==> src/flash_host_cfg.svh <==
// Constants of the flash host controller: command bytes, unlock addresses and timing counts.
`ifndef FLASH_HOST_CFG_SVH
`define FLASH_HOST_CFG_SVH

// System clock period
`define CLK_NS 50
// Write strobe low time, least (ns), rounded up to cycles
`define T_WP_NS 45
`define WP_CYC (((`T_WP_NS + `CLK_NS - 1) / `CLK_NS) < 1 ? 1 : ((`T_WP_NS + `CLK_NS - 1) / `CLK_NS))
// Read access time, least wait before sampling (ns), rounded up
`define T_ACC_NS 90
`define ACC_CYC (((`T_ACC_NS + `CLK_NS - 1) / `CLK_NS) < 1 ? 1 : ((`T_ACC_NS + `CLK_NS - 1) / `CLK_NS))
// Pause between two status polls (ns), rounded down
`define T_POLL_GAP_NS 1000
`define POLL_GAP_CYC ((`T_POLL_GAP_NS / `CLK_NS) < 1 ? 1 : (`T_POLL_GAP_NS / `CLK_NS))
// Longest suspend latency (ns), rounded down
`define T_SUSP_NS 15000
`define SUSP_CYC ((`T_SUSP_NS / `CLK_NS) < 1 ? 1 : (`T_SUSP_NS / `CLK_NS))

// Unlock sequence addresses
`define UNLOCK_ADDR1 20'h05555
`define UNLOCK_ADDR2 20'h02AAA
// Command bytes
`define CMD_UNLOCK1 8'hAA
`define CMD_UNLOCK2 8'h55
`define CMD_PROGRAM 8'hA0
`define CMD_ERASE_SETUP 8'h80
`define CMD_CHIP_ERASE 8'h10
`define CMD_SECTOR_ERASE 8'h30
`define CMD_SUSPEND 8'hB0
`define CMD_RESUME 8'h30

// Status bit positions in the data byte
`define POLL_BIT 7
`define TOGGLE_BIT 6
`define FAIL_BIT 5
`define SUSP_TOGGLE_BIT 2
// Sector number field of the byte address
`define SECTOR_HI 19
`define SECTOR_LO 16
`endif

==> src/flash_host_pkg.sv <==
// Types shared by the flash host controller and its bus cycle engine.
package flash_host_pkg;
    typedef enum logic [2:0] {
        OP_READ,
        OP_PROGRAM,
        OP_SECTOR_ERASE,
        OP_CHIP_ERASE,
        OP_SUSPEND,
        OP_RESUME
    } op_t;

    typedef enum logic [1:0] {
        RES_OK,
        RES_FAIL,
        RES_REFUSED,
        RES_SUSPENDED
    } res_t;

    typedef struct packed {
        op_t op;
        logic [19:0] addr;
        logic [7:0] data;
    } cmd_t;

    typedef struct packed {
        res_t res;
        logic [7:0] data;
    } rsp_t;

    typedef struct packed {
        logic [19:0] addr;
        logic [7:0] dq_o;
        logic dq_oe;
        logic ce_n;
        logic oe_n;
        logic we_n;
    } pins_t;
endpackage

==> src/flash_bus_cycle.sv <==
// One read or write cycle on the parallel flash pins.
`timescale 1ns/10ps
`include "flash_host_cfg.svh"
module flash_bus_cycle (
    input wire logic clk, // System clock
    input wire logic rst, // Synchronous reset, high
    input wire logic req, // Start a cycle, taken when idle
    input wire logic wr, // 1 write, 0 read
    input wire logic [19:0] addr, // Byte address
    input wire logic [7:0] wdata, // Write byte
    input wire logic [7:0] dq_i, // Data pins in
    output logic idle, // Ready for a new cycle
    output logic done, // One-cycle pulse at cycle end
    output logic [7:0] rdata, // Byte sampled on a read
    output flash_host_pkg::pins_t pins // Flash pin drive
);
    typedef enum logic [1:0] {B_IDLE, B_SETUP, B_STROBE, B_HOLD} bstate_t;
    bstate_t state_q;
    logic [7:0] cnt_q;
    logic wr_q;

    assign idle = (state_q == B_IDLE);

    // Setup, strobe, hold; address and data stand one cycle on each side of the strobe
    always_ff @(posedge clk)
    begin
        if (rst)
        begin
            state_q <= B_IDLE;
            cnt_q <= 8'h00;
            wr_q <= 1'b0;
            done <= 1'b0;
            rdata <= 8'h00;
            pins <= '{addr: 20'h00000, dq_o: 8'h00, dq_oe: 1'b0, ce_n: 1'b1, oe_n: 1'b1, we_n: 1'b1};
        end
        else
        begin
            done <= 1'b0;
            case (state_q)
                B_IDLE:
                begin
                    if (req)
                    begin
                        wr_q <= wr;
                        pins.addr <= addr;
                        pins.dq_o <= wdata;
                        pins.dq_oe <= wr;
                        state_q <= B_SETUP;
                    end
                end
                B_SETUP:
                begin
                    pins.ce_n <= 1'b0;
                    pins.we_n <= ~wr_q;
                    pins.oe_n <= wr_q;
                    cnt_q <= wr_q ? 8'(`WP_CYC) : 8'(`ACC_CYC);
                    state_q <= B_STROBE;
                end
                B_STROBE:
                begin
                    if (cnt_q == 8'h01)
                    begin
                        // Rising strobe latches the data into the device
                        pins.ce_n <= 1'b1;
                        pins.we_n <= 1'b1;
                        pins.oe_n <= 1'b1;
                        if (!wr_q)
                            rdata <= dq_i;
                        state_q <= B_HOLD;
                    end
                    cnt_q <= cnt_q - 8'h01;
                end
                default:
                begin
                    // Data still driven for hold time, then released
                    pins.dq_oe <= 1'b0;
                    done <= 1'b1;
                    state_q <= B_IDLE;
                end
            endcase
        end
    end
endmodule

==> src/flash_host.sv <==
// Host controller that programs, erases, suspends and resumes a parallel flash and polls its status bits.
`timescale 1ns/10ps
`include "flash_host_cfg.svh"
module flash_host (
    input wire logic CLK_SYS, // System clock, 20 MHz
    input wire logic RST, // Synchronous reset, high
    input wire logic CMD_VALID, // Command offered
    input flash_host_pkg::cmd_t CMD, // Operation, address, data
    output logic CMD_READY, // Command taken when high with CMD_VALID
    output logic RSP_VALID, // One-cycle answer pulse
    output flash_host_pkg::rsp_t RSP, // Result and read byte
    output flash_host_pkg::pins_t FL_PINS, // Flash address, data out, enables, strobes
    input wire logic [7:0] FL_DQ_I, // Flash data pins in
    input wire logic FL_READY_BUSY, // ready_busy_output level, high when ready
    output logic SUSPENDED, // Erase is held suspended
    output logic ERASING // An erase is being polled
);
    typedef enum logic [2:0] {S_IDLE, S_WR, S_WR_W, S_GAP, S_RD, S_RD_W} state_t;
    state_t state_q;
    flash_host_pkg::op_t op_q;
    logic [19:0] addr_q;
    logic [7:0] data_q;
    logic [2:0] step_q;
    logic [2:0] nsteps_q;
    logic [3:0] sector_q;
    logic suspended_q;
    logic erase_poll_q;
    logic reread_q;
    logic fail_seen_q;
    logic [7:0] first_q;
    logic [8:0] susp_cnt_q;
    logic [7:0] gap_q;
    logic bus_req;
    logic bus_wr;
    logic bus_idle;
    logic bus_done;
    logic [7:0] bus_rdata;
    logic [27:0] seq_word;
    logic cmd_take;

    // Address and data of one step of a write sequence
    function automatic logic [27:0] seq_step(input flash_host_pkg::op_t op, input logic [2:0] step,
                                              input logic [19:0] addr, input logic [7:0] data);
        logic [27:0] w;
        w = {20'h00000, `CMD_SUSPEND};
        if (op == flash_host_pkg::OP_SUSPEND)
            w = {20'h00000, `CMD_SUSPEND};
        else if (op == flash_host_pkg::OP_RESUME)
            w = {20'h00000, `CMD_RESUME};
        else if (step == 3'h0 || step == 3'h3 && op != flash_host_pkg::OP_PROGRAM)
            w = {`UNLOCK_ADDR1, `CMD_UNLOCK1};
        else if (step == 3'h1 || step == 3'h4)
            w = {`UNLOCK_ADDR2, `CMD_UNLOCK2};
        else if (step == 3'h2)
            w = {`UNLOCK_ADDR1, (op == flash_host_pkg::OP_PROGRAM) ? `CMD_PROGRAM : `CMD_ERASE_SETUP};
        else if (op == flash_host_pkg::OP_PROGRAM)
            w = {addr, data};
        else if (op == flash_host_pkg::OP_CHIP_ERASE)
            w = {`UNLOCK_ADDR1, `CMD_CHIP_ERASE};
        else
            w = {addr, `CMD_SECTOR_ERASE};
        return w;
    endfunction

    flash_bus_cycle u_bus (
        .clk(CLK_SYS),
        .rst(RST),
        .req(bus_req),
        .wr(bus_wr),
        .addr(bus_wr ? seq_word[27:8] : addr_q),
        .wdata(seq_word[7:0]),
        .dq_i(FL_DQ_I),
        .idle(bus_idle),
        .done(bus_done),
        .rdata(bus_rdata),
        .pins(FL_PINS)
    );

    assign seq_word = seq_step(op_q, step_q, addr_q, data_q);
    assign bus_req = (state_q == S_WR) || (state_q == S_RD);
    assign bus_wr = (state_q == S_WR);
    // Suspend is offered only while a sector erase is polled, never chip erase or program
    assign CMD_READY = (state_q == S_IDLE) ||
                       (state_q == S_GAP && erase_poll_q && op_q == flash_host_pkg::OP_SECTOR_ERASE &&
                        CMD.op == flash_host_pkg::OP_SUSPEND);
    assign cmd_take = CMD_VALID && CMD_READY;
    assign SUSPENDED = suspended_q;
    assign ERASING = erase_poll_q;

    // Main sequencer: command writes, status polling, answers
    always_ff @(posedge CLK_SYS)
    begin
        if (RST)
        begin
            state_q <= S_IDLE;
            op_q <= flash_host_pkg::OP_READ;
            addr_q <= 20'h00000;
            data_q <= 8'h00;
            step_q <= 3'h0;
            nsteps_q <= 3'h0;
            reread_q <= 1'b0;
            fail_seen_q <= 1'b0;
            first_q <= 8'h00;
            gap_q <= 8'h00;
            RSP_VALID <= 1'b0;
            RSP <= '{res: flash_host_pkg::RES_OK, data: 8'h00};
        end
        else
        begin
            RSP_VALID <= 1'b0;
            case (state_q)
                S_IDLE:
                begin
                    if (cmd_take)
                    begin
                        op_q <= CMD.op;
                        addr_q <= CMD.addr;
                        data_q <= CMD.data;
                        step_q <= 3'h0;
                        reread_q <= 1'b0;
                        fail_seen_q <= 1'b0;
                        if (CMD.op == flash_host_pkg::OP_READ)
                            state_q <= S_RD;
                        else if (CMD.op == flash_host_pkg::OP_SUSPEND ||
                                 (CMD.op == flash_host_pkg::OP_RESUME && !suspended_q) ||
                                 (suspended_q && CMD.op != flash_host_pkg::OP_RESUME &&
                                  CMD.op != flash_host_pkg::OP_PROGRAM) ||
                                 (suspended_q && CMD.op == flash_host_pkg::OP_PROGRAM &&
                                  CMD.addr[`SECTOR_HI:`SECTOR_LO] == sector_q))
                        begin
                            RSP_VALID <= 1'b1;
                            RSP <= '{res: flash_host_pkg::RES_REFUSED, data: 8'h00};
                        end
                        else
                        begin
                            nsteps_q <= (CMD.op == flash_host_pkg::OP_PROGRAM) ? 3'h4 :
                                        (CMD.op == flash_host_pkg::OP_RESUME) ? 3'h1 : 3'h6;
                            state_q <= S_WR;
                        end
                    end
                end
                S_WR:
                begin
                    if (bus_idle)
                        state_q <= S_WR_W;
                end
                S_WR_W:
                begin
                    if (bus_done)
                    begin
                        step_q <= step_q + 3'h1;
                        if (step_q + 3'h1 == nsteps_q)
                        begin
                            // Polling starts only after the last strobe of the sequence
                            gap_q <= 8'(`POLL_GAP_CYC);
                            if (op_q == flash_host_pkg::OP_RESUME)
                            begin
                                op_q <= flash_host_pkg::OP_SECTOR_ERASE;
                                addr_q <= {sector_q, 16'h0000};
                            end
                            state_q <= S_GAP;
                        end
                        else
                            state_q <= S_WR;
                    end
                end
                S_GAP:
                begin
                    if (cmd_take)
                    begin
                        // Suspend mid-erase: one write, then poll the erasing sector
                        op_q <= flash_host_pkg::OP_SUSPEND;
                        step_q <= 3'h0;
                        nsteps_q <= 3'h1;
                        state_q <= S_WR;
                    end
                    else if (gap_q == 8'h00 || (FL_READY_BUSY && op_q != flash_host_pkg::OP_SUSPEND))
                        state_q <= S_RD;
                    else
                        gap_q <= gap_q - 8'h01;
                end
                S_RD:
                begin
                    if (bus_idle)
                        state_q <= S_RD_W;
                end
                default:
                begin
                    if (bus_done)
                    begin
                        gap_q <= 8'(`POLL_GAP_CYC);
                        first_q <= bus_rdata;
                        if (op_q == flash_host_pkg::OP_READ)
                        begin
                            RSP_VALID <= 1'b1;
                            RSP <= '{res: flash_host_pkg::RES_OK, data: bus_rdata};
                            state_q <= S_IDLE;
                        end
                        else if (reread_q)
                        begin
                            RSP_VALID <= 1'b1;
                            state_q <= S_IDLE;
                            // Suspended sector alternates the suspend toggle; a finished erase reads stable
                            if (op_q == flash_host_pkg::OP_SUSPEND &&
                                first_q[`SUSP_TOGGLE_BIT] != bus_rdata[`SUSP_TOGGLE_BIT])
                                RSP <= '{res: flash_host_pkg::RES_SUSPENDED, data: bus_rdata};
                            else if (fail_seen_q && bus_rdata[`POLL_BIT] != first_q[`POLL_BIT])
                                RSP <= '{res: flash_host_pkg::RES_FAIL, data: bus_rdata};
                            else
                                RSP <= '{res: fail_seen_q ? flash_host_pkg::RES_FAIL : flash_host_pkg::RES_OK,
                                         data: bus_rdata};
                        end
                        else if (bus_rdata[`POLL_BIT] ==
                                 ((op_q == flash_host_pkg::OP_PROGRAM) ? data_q[`POLL_BIT] : 1'b1))
                        begin
                            // Bit seven may settle before the rest of the byte
                            reread_q <= 1'b1;
                            state_q <= S_RD;
                        end
                        else if (op_q == flash_host_pkg::OP_SUSPEND && susp_cnt_q == 9'h000)
                        begin
                            RSP_VALID <= 1'b1;
                            RSP <= '{res: flash_host_pkg::RES_FAIL, data: bus_rdata};
                            state_q <= S_IDLE;
                        end
                        else if (bus_rdata[`FAIL_BIT])
                        begin
                            // Fail bit: one more poll, then the answer is failure unless a suspend poll sees the suspend toggle alternate
                            fail_seen_q <= 1'b1;
                            reread_q <= 1'b1;
                            state_q <= S_RD;
                        end
                        else
                            state_q <= S_GAP;
                    end
                end
            endcase
        end
    end

    // Suspend latency window, loaded when the suspend command is taken, before its write is made
    always_ff @(posedge CLK_SYS)
    begin
        if (RST)
            susp_cnt_q <= 9'h000;
        else if (state_q == S_GAP && cmd_take)
            susp_cnt_q <= 9'(`SUSP_CYC);
        else if (susp_cnt_q != 9'h000)
            susp_cnt_q <= susp_cnt_q - 9'h001;
    end

    // Erase bookkeeping: which sector is erased, and whether it stands suspended
    always_ff @(posedge CLK_SYS)
    begin
        if (RST)
        begin
            sector_q <= 4'h0;
            suspended_q <= 1'b0;
            erase_poll_q <= 1'b0;
        end
        else
        begin
            if (state_q == S_IDLE && cmd_take && CMD.op == flash_host_pkg::OP_SECTOR_ERASE && !suspended_q)
                sector_q <= CMD.addr[`SECTOR_HI:`SECTOR_LO];
            if (state_q == S_WR_W && bus_done && step_q + 3'h1 == nsteps_q &&
                (op_q == flash_host_pkg::OP_SECTOR_ERASE || op_q == flash_host_pkg::OP_CHIP_ERASE ||
                 op_q == flash_host_pkg::OP_RESUME))
                erase_poll_q <= 1'b1;
            if (state_q == S_WR_W && bus_done && op_q == flash_host_pkg::OP_RESUME)
                suspended_q <= 1'b0;
            if (RSP_VALID)
                erase_poll_q <= 1'b0;
            if (RSP_VALID && RSP.res == flash_host_pkg::RES_SUSPENDED)
            begin
                suspended_q <= 1'b1;
                erase_poll_q <= 1'b0;
            end
        end
    end
endmodule

==> config.mk <==
export PLATFORM = sky130hd
export DESIGN_NAME = flash_host
export DESIGN_NICKNAME = d
export VERILOG_FILES = /design/src/flash_host_pkg.sv /design/src/flash_bus_cycle.sv /design/src/flash_host.sv
export VERILOG_INCLUDE_DIRS = /design/src
export SDC_FILE = /design/constraint.sdc
export NUM_CORES = 1
export LEC_CHECK = 0
export BUFFER_PORTS_ARGS = -buffer_cell sky130_fd_sc_hd__buf_2
export CAP_MARGIN = 20
export CORE_MARGIN = 8
export CORE_UTILIZATION = 51
export DETAILED_ROUTE_END_ITERATION = 10
export PLACE_DENSITY = 0.79
export SLEW_MARGIN = 10
export SYNTH_ARGS = -nofsm -noshare
export SYNTH_HDL_FRONTEND = slang
export SYNTH_SLANG_ARGS = --single-unit
export TNS_END_PERCENT = 1
==> constraint.sdc <==
create_clock -name CLK_SYS -period 2.26 [get_ports CLK_SYS]
set_clock_uncertainty 0.15 [all_clocks]
set_input_delay 0.113 -clock CLK_SYS [delete_from_list [all_inputs] [get_ports CLK_SYS]]
set_output_delay 0.113 -clock CLK_SYS [all_outputs]
set_load 0.02 [all_outputs]
# After elaboration in Yosys (flattened, before gate mapping)
# Cells that the tools add are included.
[word_totals] output_inout_bits=46 register_bits=136 word_cells=271
[op_classes] n_addsub=4 bitwise_logic=5 mux=103 reduce_logical=78 eq_ne=52
[op_table] cell="two-way mux 28 bit" n=7
[op_table] cell="two-way mux 20 bit" n=5
[op_table] cell="two-way mux 10 bit" n=9
[op_table] cell="two-way mux 3 bit" n=28
[op_table] cell="two-way mux 8 bit" n=5
[op_table] cell="case mux 20 bit (2 select lines)" n=1
[op_table] cell="two-way mux 1 bit" n=27
[op_table] cell="two-way mux 9 bit" n=3
[op_table] cell="case mux 8 bit (3 select lines)" n=1
[op_table] cell="logical AND 1 bit" n=23
[op_table] cell="== test 3 x 2 -> 1 bit (second input constant)" n=7
[op_table] cell="inequality test 2 x 1 -> 1 bit (second input constant)" n=10
[op_table] cell="case mux 10 bit (2 select lines)" n=1
[op_table] cell="== test 3 bit (second input constant)" n=6
[op_table] cell="inequality test 2 bit (second input constant)" n=9
[op_table] cell="case mux 3 bit (2 select lines)" n=3
[op_table] cell="nonzero test 2 bit" n=9
[op_table] cell="case mux 8 bit (2 select lines)" n=1
[op_table] cell="subtractor 8 x 1 -> 8 bit (second input constant)" n=2
[op_table] cell="case mux 3 bit (5 select lines)" n=1
[op_table] cell="AND reduction 7 bit" n=2
[op_table] cell="== test 3 x 1 -> 1 bit (second input constant)" n=4
[op_table] cell="zero test 3 bit" n=4
[op_table] cell="inequality test 3 bit (second input constant)" n=4
[op_table] cell="36 further kinds" n=70

# Logic depth before layout (Yosys ltp)
# Gate-level depths: netlist of run 1.
[depth] word_depth=9 mapped_depth=9 mapped_depth_nobuf=8

# By module
# A second synthesis of run 1 with hierarchy kept.
[hier_totals] hier_cells=786 hier_area_um2=6343.6
[modules_own_cells] module="flash_host" area_per_inst_um2=4251.6 instances=1 cells_per_inst=535
[modules_own_cells] module="flash_bus_cycle" area_per_inst_um2=2092.0 instances=1 cells_per_inst=251

# Worst setup path after synthesis of run 1
# OpenSTA, ideal clock, no wires.
[synth_path] path_kind="register to register" start="reg step_q[0]" end="reg addr_q[16]" synth_period_minus_slack_ps=2354 t_arrival_ps=2113 stages_incl_launch_ff=9 setup_ps=91 setup_slack_ps=-94 path_cell_list="dfxtp_1 -> ha_1 -> ha_1 -> xnor2_1 -> nor3_1 -> nand2_1 -> a2bb2oi_1 -> nor2_1 -> a311oi_1"
[synth_via] elab_chain_cells=4
[synth_lines] element="start: declaration" line="flash_host.sv:23" source="logic [2:0] step_q;"
[synth_lines] element="start signal: assignment" line="flash_host.sv:151" source="step_q <= step_q + 3'h1;"
[synth_lines] element="adder 3 x 1 -> 3 bit" line="flash_host.sv:152" source="if (step_q + 3'h1 == nsteps_q)"
[synth_lines] element="== test 3 bit" line="flash_host.sv:152"
[synth_lines] element="inequality test 2 x 1 -> 1 bit (no source line)"
[synth_lines] element="AND reduction 5 bit (no source line)"
[synth_lines] element="end signal: assignment" line="flash_host.sv:117" source="addr_q <= CMD.addr;"
[synth_lines] element="end signal: assignment" line="flash_host.sv:159" source="addr_q <= {sector_q, 16'h0000};"
[synth_lines] element="end: declaration" line="flash_host.sv:21" source="logic [19:0] addr_q;"
# Every way passes these cells.
# A chain may end at the register's enable or synchronous reset.

# Final worst setup path of run 1
[layout_path] start="reg op_q[0]" end="reg gap_q[6]"
[layout_via] elab_chain_cells=7 word_cells_on_any_way=11 cone_classes="eq/ne (4); reduce/logical (7)"
[layout_lines] element="start: declaration" line="flash_host.sv:20" source="flash_host_pkg::op_t op_q;"
[layout_lines] element="start signal: assignment" line="flash_host.sv:96" source="op_q <= flash_host_pkg::OP_READ;"
[layout_lines] element="start signal: assignment" line="flash_host.sv:116" source="op_q <= CMD.op;"
[layout_lines] element="start signal: assignment" line="flash_host.sv:158" source="op_q <= flash_host_pkg::OP_SECTOR_ERASE;"
[layout_lines] element="== test 3 x 2 -> 1 bit" line="flash_host.sv:84" source="(state_q == S_GAP && erase_poll_q && op_q == flash_host_pkg::OP_SECTOR_ERASE &&"
[layout_lines] element="logical AND 1 bit (2 in a row)" line="flash_host.sv:84"
[layout_lines] element="logical OR 1 bit" line="flash_host.sv:83" source="assign CMD_READY = (state_q == S_IDLE) ||"
[layout_lines] element="logical AND 1 bit" line="flash_host.sv:86" source="assign cmd_take = CMD_VALID && CMD_READY;"
[layout_lines] element="inequality test 2 bit (no source line)"
[layout_lines] element="AND reduction 6 bit (no source line) *"
[layout_lines] element="end signal: assignment" line="flash_host.sv:155" source="gap_q <= 8'(`POLL_GAP_CYC);"
[layout_lines] element="end signal: assignment" line="flash_host.sv:180" source="gap_q <= gap_q - 8'h01;"
[layout_lines] element="end signal: assignment" line="flash_host.sv:191" source="gap_q <= 8'(`POLL_GAP_CYC);"
[layout_lines] element="end: declaration" line="flash_host.sv:32" source="logic [7:0] gap_q;"
# Mark *: on every way between the ends. The rest lies on a longest branch, timed or not.

==> results of run 1 <==
metal layers:
| layer | part of all wire (%) | wire (um) | up-vias |
|---|---|---|---|
| li1 | - | - | 2887 |
| met1 | 41 | 7350 | 2860 |
| met2 | 49 | 8820 | 253 |
| met3 | 7.1 | 1260 | 47 |
| met4 | 2.4 | 435 | 0 |
| met5 | 0 | 0 | - |
worst min path at each step:
stage	endpoint	slack, ns	start
3_3_place_gp	u_bus.rdata[3]	0.20	FL_DQ_I[3]
6_report	susp_cnt_q[8]	0.08	CMD_VALID
2_1_floorplan	data_q[1]	0.1	CMD[1]
3_5_place_dp	u_bus.rdata[2]	0.21	FL_DQ_I[2]
4_1_cts	susp_cnt_q[8]	0.05	CMD_VALID
5_1_grt	susp_cnt_q[8]	0.07	CMD_VALID
cell usage in the layout, fill, tap and decap left out, drive strengths merged, types with 6 or more instances in the layout:
cell type    count
buf            150
dfxtp          129
nand2          106
nor2            87
a21oi           74
dlygate4sd3     41
o21ai           34
nand3           26
clkbuf          25
nor3            24
mux2i           19
inv             17
a211oi          16
ha              15
xnor2           14
nand4           13
xor2            11
nor2b            9
nand2b           7
a31oi            7
a311oi           6
what timing repair did:
action,in CTS,in global routing
pin swaps,2,6
endpoints found under the hold margin,50,0
setup endpoints to repair,10,54
resized for setup,8,31
hold buffers,41,0
gates cloned,0,1
critical path, delay by kind of cell, from the launching register on:
family / cells / cell delay (ns)
compound gates: 2 / 0.41
flops: 1 / 0.30
simple gates: 4 / 1.28
metrics by stage:
| stage | instances | utilization (%) | instance area [um^2] | setup WS (ns) |
|---|---|---|---|---|
| final | 1054 | 70.9 | 8060 | 0.0624 |
| after global routing | 1054 | 70.9 | 8060 | -0.0332 |
| after global placement | 981 | 60.6 | 6890 | -0.107 |
| after floorplan | 725 | - | 5940 | -0.0536 |
| after CTS | 1053 | 69.6 | 7920 | 0.0186 |
| after detailed placement | 981 | 60.6 | 6890 | -0.170 |
power groups by stage:
stage,logic [W],clock network (W),registers [W]
CTS,0.00384,0.00266,0.00312
global route,0.00437,0.00276,0.00321
floorplan,0.00222,0,0.00329
global placement,0.00363,0,0.00312
finish,0.00402,0.00263,0.00315
detailed placement,0.00373,0,0.00315
final cells by class:
type	instances	area (um^2)
timing repair buffer	191	1340
multi-input combinational	543	3320
clock buffer	25	485
clock inverter	6	80.1
sequential	129	2590
fill	823	3310
tap	143	179
inverter	17	63.8
cell families (layout without fill, tap and decap cells):
| group | count (synthesis) | in the layout |
|---|---|---|
| AOI/OAI and AO/OA | 175 | 175 |
| DFF | 129 | 129 |
| and+or+nand+nor | 308 | 308 |
| muxes | 20 | 20 |
| xor gates and xnor gates | 25 | 25 |
| buffers and inverters | 53 | 239 |
| adders and majority gates | 15 | 15 |
sequential cells by signal, summed over array words and instances (netlist names), 4 cells and up:
name and count:
data_q 8, u_bus.rdata 8, RSP 10, addr_q 20, susp_cnt_q 9, gap_q 8
sector_q 4, u_bus.pins 32, u_bus.cnt_q 8
==> flow_summary.ini, run 1 <==
[outcome]
status = complete, no violations

[sta]
finalHoldViolCount = 0
period_share_pct = 97.2
tightestPinTransition_ns = 0.550
min_period_ns = 2.20
relSlewSlack_pct = 63.3
max_freq_ghz = 0.455
slew_violations = 0
rsz0062_at_grt = yes
setup_tns_ns = 0
whs_ns = 0.0810
setup_violations = 0

[setup_path]
worstRegToRegCells = 6
cp_max_fo = 3
worstSetupStartpoint = op_q[0]
crit_path_cell_trace = or3b_1 -> a32o_1 -> nor4b_2 -> nand3_1 -> or4_4 -> a21oi_2
start_kind = flop
arrival_ns = 2.40
worstReg2RegEnd = gap_q[6]
critPathKind = reg -> reg
rr_startpoint = op_q[0]
end_kind = flop
cp_slowest_cell = or3b_1
required_ns = 2.46
r2r_setup_slack_ns = 0.06
cpPeakStageDelay_ns = 0.43
worstSetupEndpoint = gap_q[6]

[floorplan]
fp.coreArea_um2 = 11400
io_pins = 89
start_util_pct = 52.2
die_h_um = 124
placementRows = 39
chipWidth_um = 124
design.die.area_um2 = 15300

[global_routing]
grt_first_pass_wirelength_mm = 28.1
grt_use_met3_pct = 6.71
grtUsageMet1_pct = 26.8
overflow = 0
grt_pass1_vias = 6049
use_met2_pct = 38.1
grt_max_degree = 27
busiest_layer = met2
grt.total_usage_pct = 23.0
antenna_found_initial = 0

[pwr]
power_frac_seq_pct = 32.2
total_power_w = 0.00980
power.internal_w = 0.00610
clkPwrFrac_pct = 26.9
power_switching_w = 0.00371
ir_drop_v = 0.000807
p_comb_share_pct = 41.0
leakage_nw = 3.36
power_density_nw_per_um2 = 1220
p_sw_share_pct = 37.8

[drt]
route.detailed.drc = 0
vias = 6047
drt-initial-drc-count = 485
wl_per_cell_um = 16.9
wl_mm = 17.9
final_antenna_net_count = 0
first_pass_iters = 5
via_per_inst = 5.74

[logic_synthesis]
synth_area_leaders = dfxtp_1 44%, nand2_1 6.7%, a21oi_1 6.2%
synthAdderAreaFrac_pct = 3.16
synth_xor_area_share_pct = 3.69
syn-cell-area_um2 = 5930
synthCells = 725
yosysTopAreaCellShare_pct = 43.5
ys_top_cells_by_count = 129 x dfxtp_1, 106 x nand2_1, 87 x nor2_1
synthMuxAreaShare_pct = 3.40
ys_ff_latch = 129
synth-edff-count = 0
synth.net_count = 783
synthArstFlopShare_pct = 0
avgSynthCellArea_um2 = 8.18
yosys.area.top_type = dfxtp_1
ys.warnings.count = 0
synthFlopType = dfxtp_1
synth_compound_area_share_pct = 18.5
synthSimpleGateAreaFrac_pct = 24.1
post-synth-top-count-cell = dfxtp_1
ys_types = 67
seq_area_frac_synth_pct = 43.5
synth_top_family_by_area = simple AND/OR/NAND/NOR gates

[cts]
post_cts_buffers = 0
ctsRootBufferMaster = clkbuf_16
cts_sinks = 129
cts_max_path_buffers = 2
clk-insertion-delay-late_ns = 0.42
cts_tree = yes
path_clk_slew_ns = 0.05
numCtsBuffers = 17
htreeDepth = 4

[place]
portBuffers = 88
routabilityCongestion = 0.860
dp_hpwl_mm = 12.1

[hold_path]
min_path_cells = 4
hold_path_class = in -> reg

[layout]
antenna_cells = 0
fin_nets = 957
area_growth_pct = 35.8
drive_gt1_share_pct = 23.9

[flow_run]
cap_violations = 0
Power figures use the tool's default switching activity.
==> run 2, diff against run 1 <==
--- a/config.mk
+++ b/config.mk
@@ -6,12 +6,13 @@
 export SDC_FILE = /design/constraint.sdc
 export NUM_CORES = 1
 export LEC_CHECK = 0
+export ABC_AREA = 1
 export BUFFER_PORTS_ARGS = -buffer_cell sky130_fd_sc_hd__buf_2
 export CAP_MARGIN = 20
 export CORE_MARGIN = 8
-export CORE_UTILIZATION = 51
+export CORE_UTILIZATION = 58
 export DETAILED_ROUTE_END_ITERATION = 10
-export PLACE_DENSITY = 0.79
+export PLACE_DENSITY = 0.84
 export SLEW_MARGIN = 10
 export SYNTH_ARGS = -nofsm -noshare
 export SYNTH_HDL_FRONTEND = slang
==> constraint.sdc (replaced) <==
create_clock -name CLK_SYS -period 2.5 [get_ports CLK_SYS]
set_clock_uncertainty 0.15 [all_clocks]
set_input_delay 0.125 -clock CLK_SYS [delete_from_list [all_inputs] [get_ports CLK_SYS]]
set_output_delay 0.125 -clock CLK_SYS [all_outputs]
set_load 0.02 [all_outputs]
==> flow_summary.ini, run 2 <==
[layout]
drive_gt1_share_pct = 15.9
fillers = 766
antenna_cells = 0
largest_reg_flops = 32
top_regs = u_bus.pins (32), addr_q (20), RSP (10)
area_growth_pct = 25.5
fin_nets = 1112
final_cell_mix = 176 x nand2_1, 129 x dfxtp_1, 118 x a21oi_1
top_register = u_bus.pins
final_common_cell = nand2_1

[global_routing]
overflow = 0
antenna_found_initial = 0
grt.total_usage_pct = 25.1
grt_first_pass_wirelength_mm = 30.3
grt_pass1_vias = 6266
grt_max_degree = 69

[outcome]
status = complete, no violations

[setup_path]
end_kind = flop
required_ns = 2.77
worstSetupStartpoint = state_q[0]
critPathKind = reg -> reg
cp_max_fo = 12
arrival_ns = 2.59
start_kind = flop
rr_startpoint = state_q[0]

[logic_synthesis]
syn-cell-area_um2 = 6400
synthFlopType = dfxtp_1
post-synth-top-count-cell = nand2_1
ys_top_cells_by_count = 176 x nand2_1, 129 x dfxtp_1, 118 x a21oi_1
synthArstFlopShare_pct = 0
ys.warnings.count = 0
synthCells = 925
synth_area_leaders = dfxtp_1 40%, nand2_1 10%, a21oi_1 9.2%
ys_types = 41
seq_area_frac_synth_pct = 40.4
yosysTopAreaCellShare_pct = 40.4
avgSynthCellArea_um2 = 6.92
synth-edff-count = 0
ys_ff_latch = 129
synth.net_count = 983
yosys.area.top_type = dfxtp_1

[cts]
numCtsBuffers = 17
path_clk_slew_ns = 0.06
cts_tree = yes
cts_sinks = 129
ctsRootBufferMaster = clkbuf_8
clk-insertion-delay-late_ns = 0.53
cts_max_path_buffers = 2
htreeDepth = 4

[pwr]
p_comb_share_pct = 39.6
clkPwrFrac_pct = 27.0
power_density_nw_per_um2 = 1140
power.internal_w = 0.00551
power_frac_seq_pct = 33.4
power_switching_w = 0.00366
ir_drop_v = 0.000828
p_sw_share_pct = 39.9
leakage_nw = 3.65

[drt]
vias = 6553
wl_mm = 18.1
route.detailed.drc = 0
first_pass_iters = 6
via_per_inst = 5.43
final_antenna_net_count = 0
wl_per_cell_um = 15.0
drt-initial-drc-count = 715

[floorplan]
chipWidth_um = 121
fp.coreArea_um2 = 10800
io_pins = 89
design.die.area_um2 = 14700
start_util_pct = 59.3
die_h_um = 121
placementRows = 38

[sta]
setup_violations = 0
finalHoldViolCount = 0
min_period_ns = 2.32
setup_tns_ns = 0
tightestPinTransition_ns = 0.573
relSlewSlack_pct = 61.8
max_freq_ghz = 0.431
rsz0062_at_grt = no
slew_violations = 0
period_share_pct = 92.9
fin_ws_ns = 0.178

[hold_path]
hold_path_class = in -> reg
worstHoldStart = CMD[30]

[place]
portBuffers = 88
dp_hpwl_mm = 11.1
pre_cts_ws_ns = 0.323
routabilityCongestion = 0.909

[flow_run]
cap_violations = 0
==> run 2: changes by cell type after synthesis, sizes merged, moves of 13 or more <==
cell,before,now
nand2,106,182
nand3,26,39
a21oi,74,119
mux2i,19,0
inv,17,103
o21ai,34,104
buf,6,20
a211oi,16,1
nor2,87,107
==> run 2: cells by family after synthesis <==
kind of cell	share of synthesized area, %
xor gates and xnor gates	1.78
and+or+nand+nor	27.2
DFF	40.4
buffers and inverters	8.90
adders and majority gates	2.93
AOI/OAI and AO/OA	18.8
==> run 2: cell type report <==
type | count | area, um^2 | share of cell area, %
Timing Repair Buffer | 148 | 1030 | 12.8
Sequential cell | 129 | 2580 | 32.2
Clock buffer | 20 | 455 | 5.67
Inverter | 106 | 399 | 4.97
Clock inverter | 11 | 136 | 1.70
Tap cell | 140 | 175 | 2.18
Multi-Input combinational cell | 652 | 3250 | 40.5
==> run 2: final timing paths <==
path                 end  slack [ns]  cells past startpoint
max reg2reg  sector_q[1]        0.18                      9
min reg2reg   addr_q[18]        0.30                      2
min          nsteps_q[0]        0.05                      7
max          sector_q[1]        0.18                      9
==> run 2: power groups by stage <==
| stage | logic (W) | registers [W] | clock network (W) |
|---|---|---|---|
| floorplan | 0.00229 | 0.00332 | 0 |
| global placement | 0.00340 | 0.00305 | 0 |
| detailed placement | 0.00346 | 0.00306 | 0 |
| CTS | 0.00359 | 0.00304 | 0.00249 |
| global route | 0.00405 | 0.00312 | 0.00258 |
| finish | 0.00363 | 0.00306 | 0.00248 |
==> run 2: metal layers <==
metal	GRT usage (%)	up-vias	routed length [um]
met1	29.6	2981	7570
met3	5.86	40	1260
li1	-	3288	-
met4	9.91	0	373
met5	0	-	0
met2	43.1	244	8940
==> run 2: timing repair <==
item | CTS | global route
gates resized for setup | 0 | 2
endpoints found under the hold margin | 46 | 0
hold buffers | 45 | 0
setup endpoints to repair | 0 | 4
buffers inserted | 0 | 0
==> run 2: stage by stage <==
step / power (W) / hold WS, ns / std cells / area [um^2] / util (%)
floorplan: 0.00561 / 0.118 / 925 / 6400 / -
global placement: 0.00645 / 0.253 / 1130 / 6980 / 64.7
detailed placement: 0.00652 / 0.251 / 1130 / 6980 / 64.7
CTS: 0.00912 / 0.0435 / 1206 / 8020 / 74.3
global route: 0.00976 / 0.0923 / 1206 / 8030 / 74.4
finish: 0.00917 / 0.0501 / 1206 / 8030 / 74.4
==> run 2: critical path: stages (launching register included) <==
cell and delay, ns:
dfxtp_1 0.36, nor2_4 0.20, nand2_2 0.16, clkinv_2 0.20, nand2_2 0.11, inv_1 0.11
nand3_2 0.14, o21ai_0 0.18, a21oi_1 0.05, dlygate4sd3_1 0.56
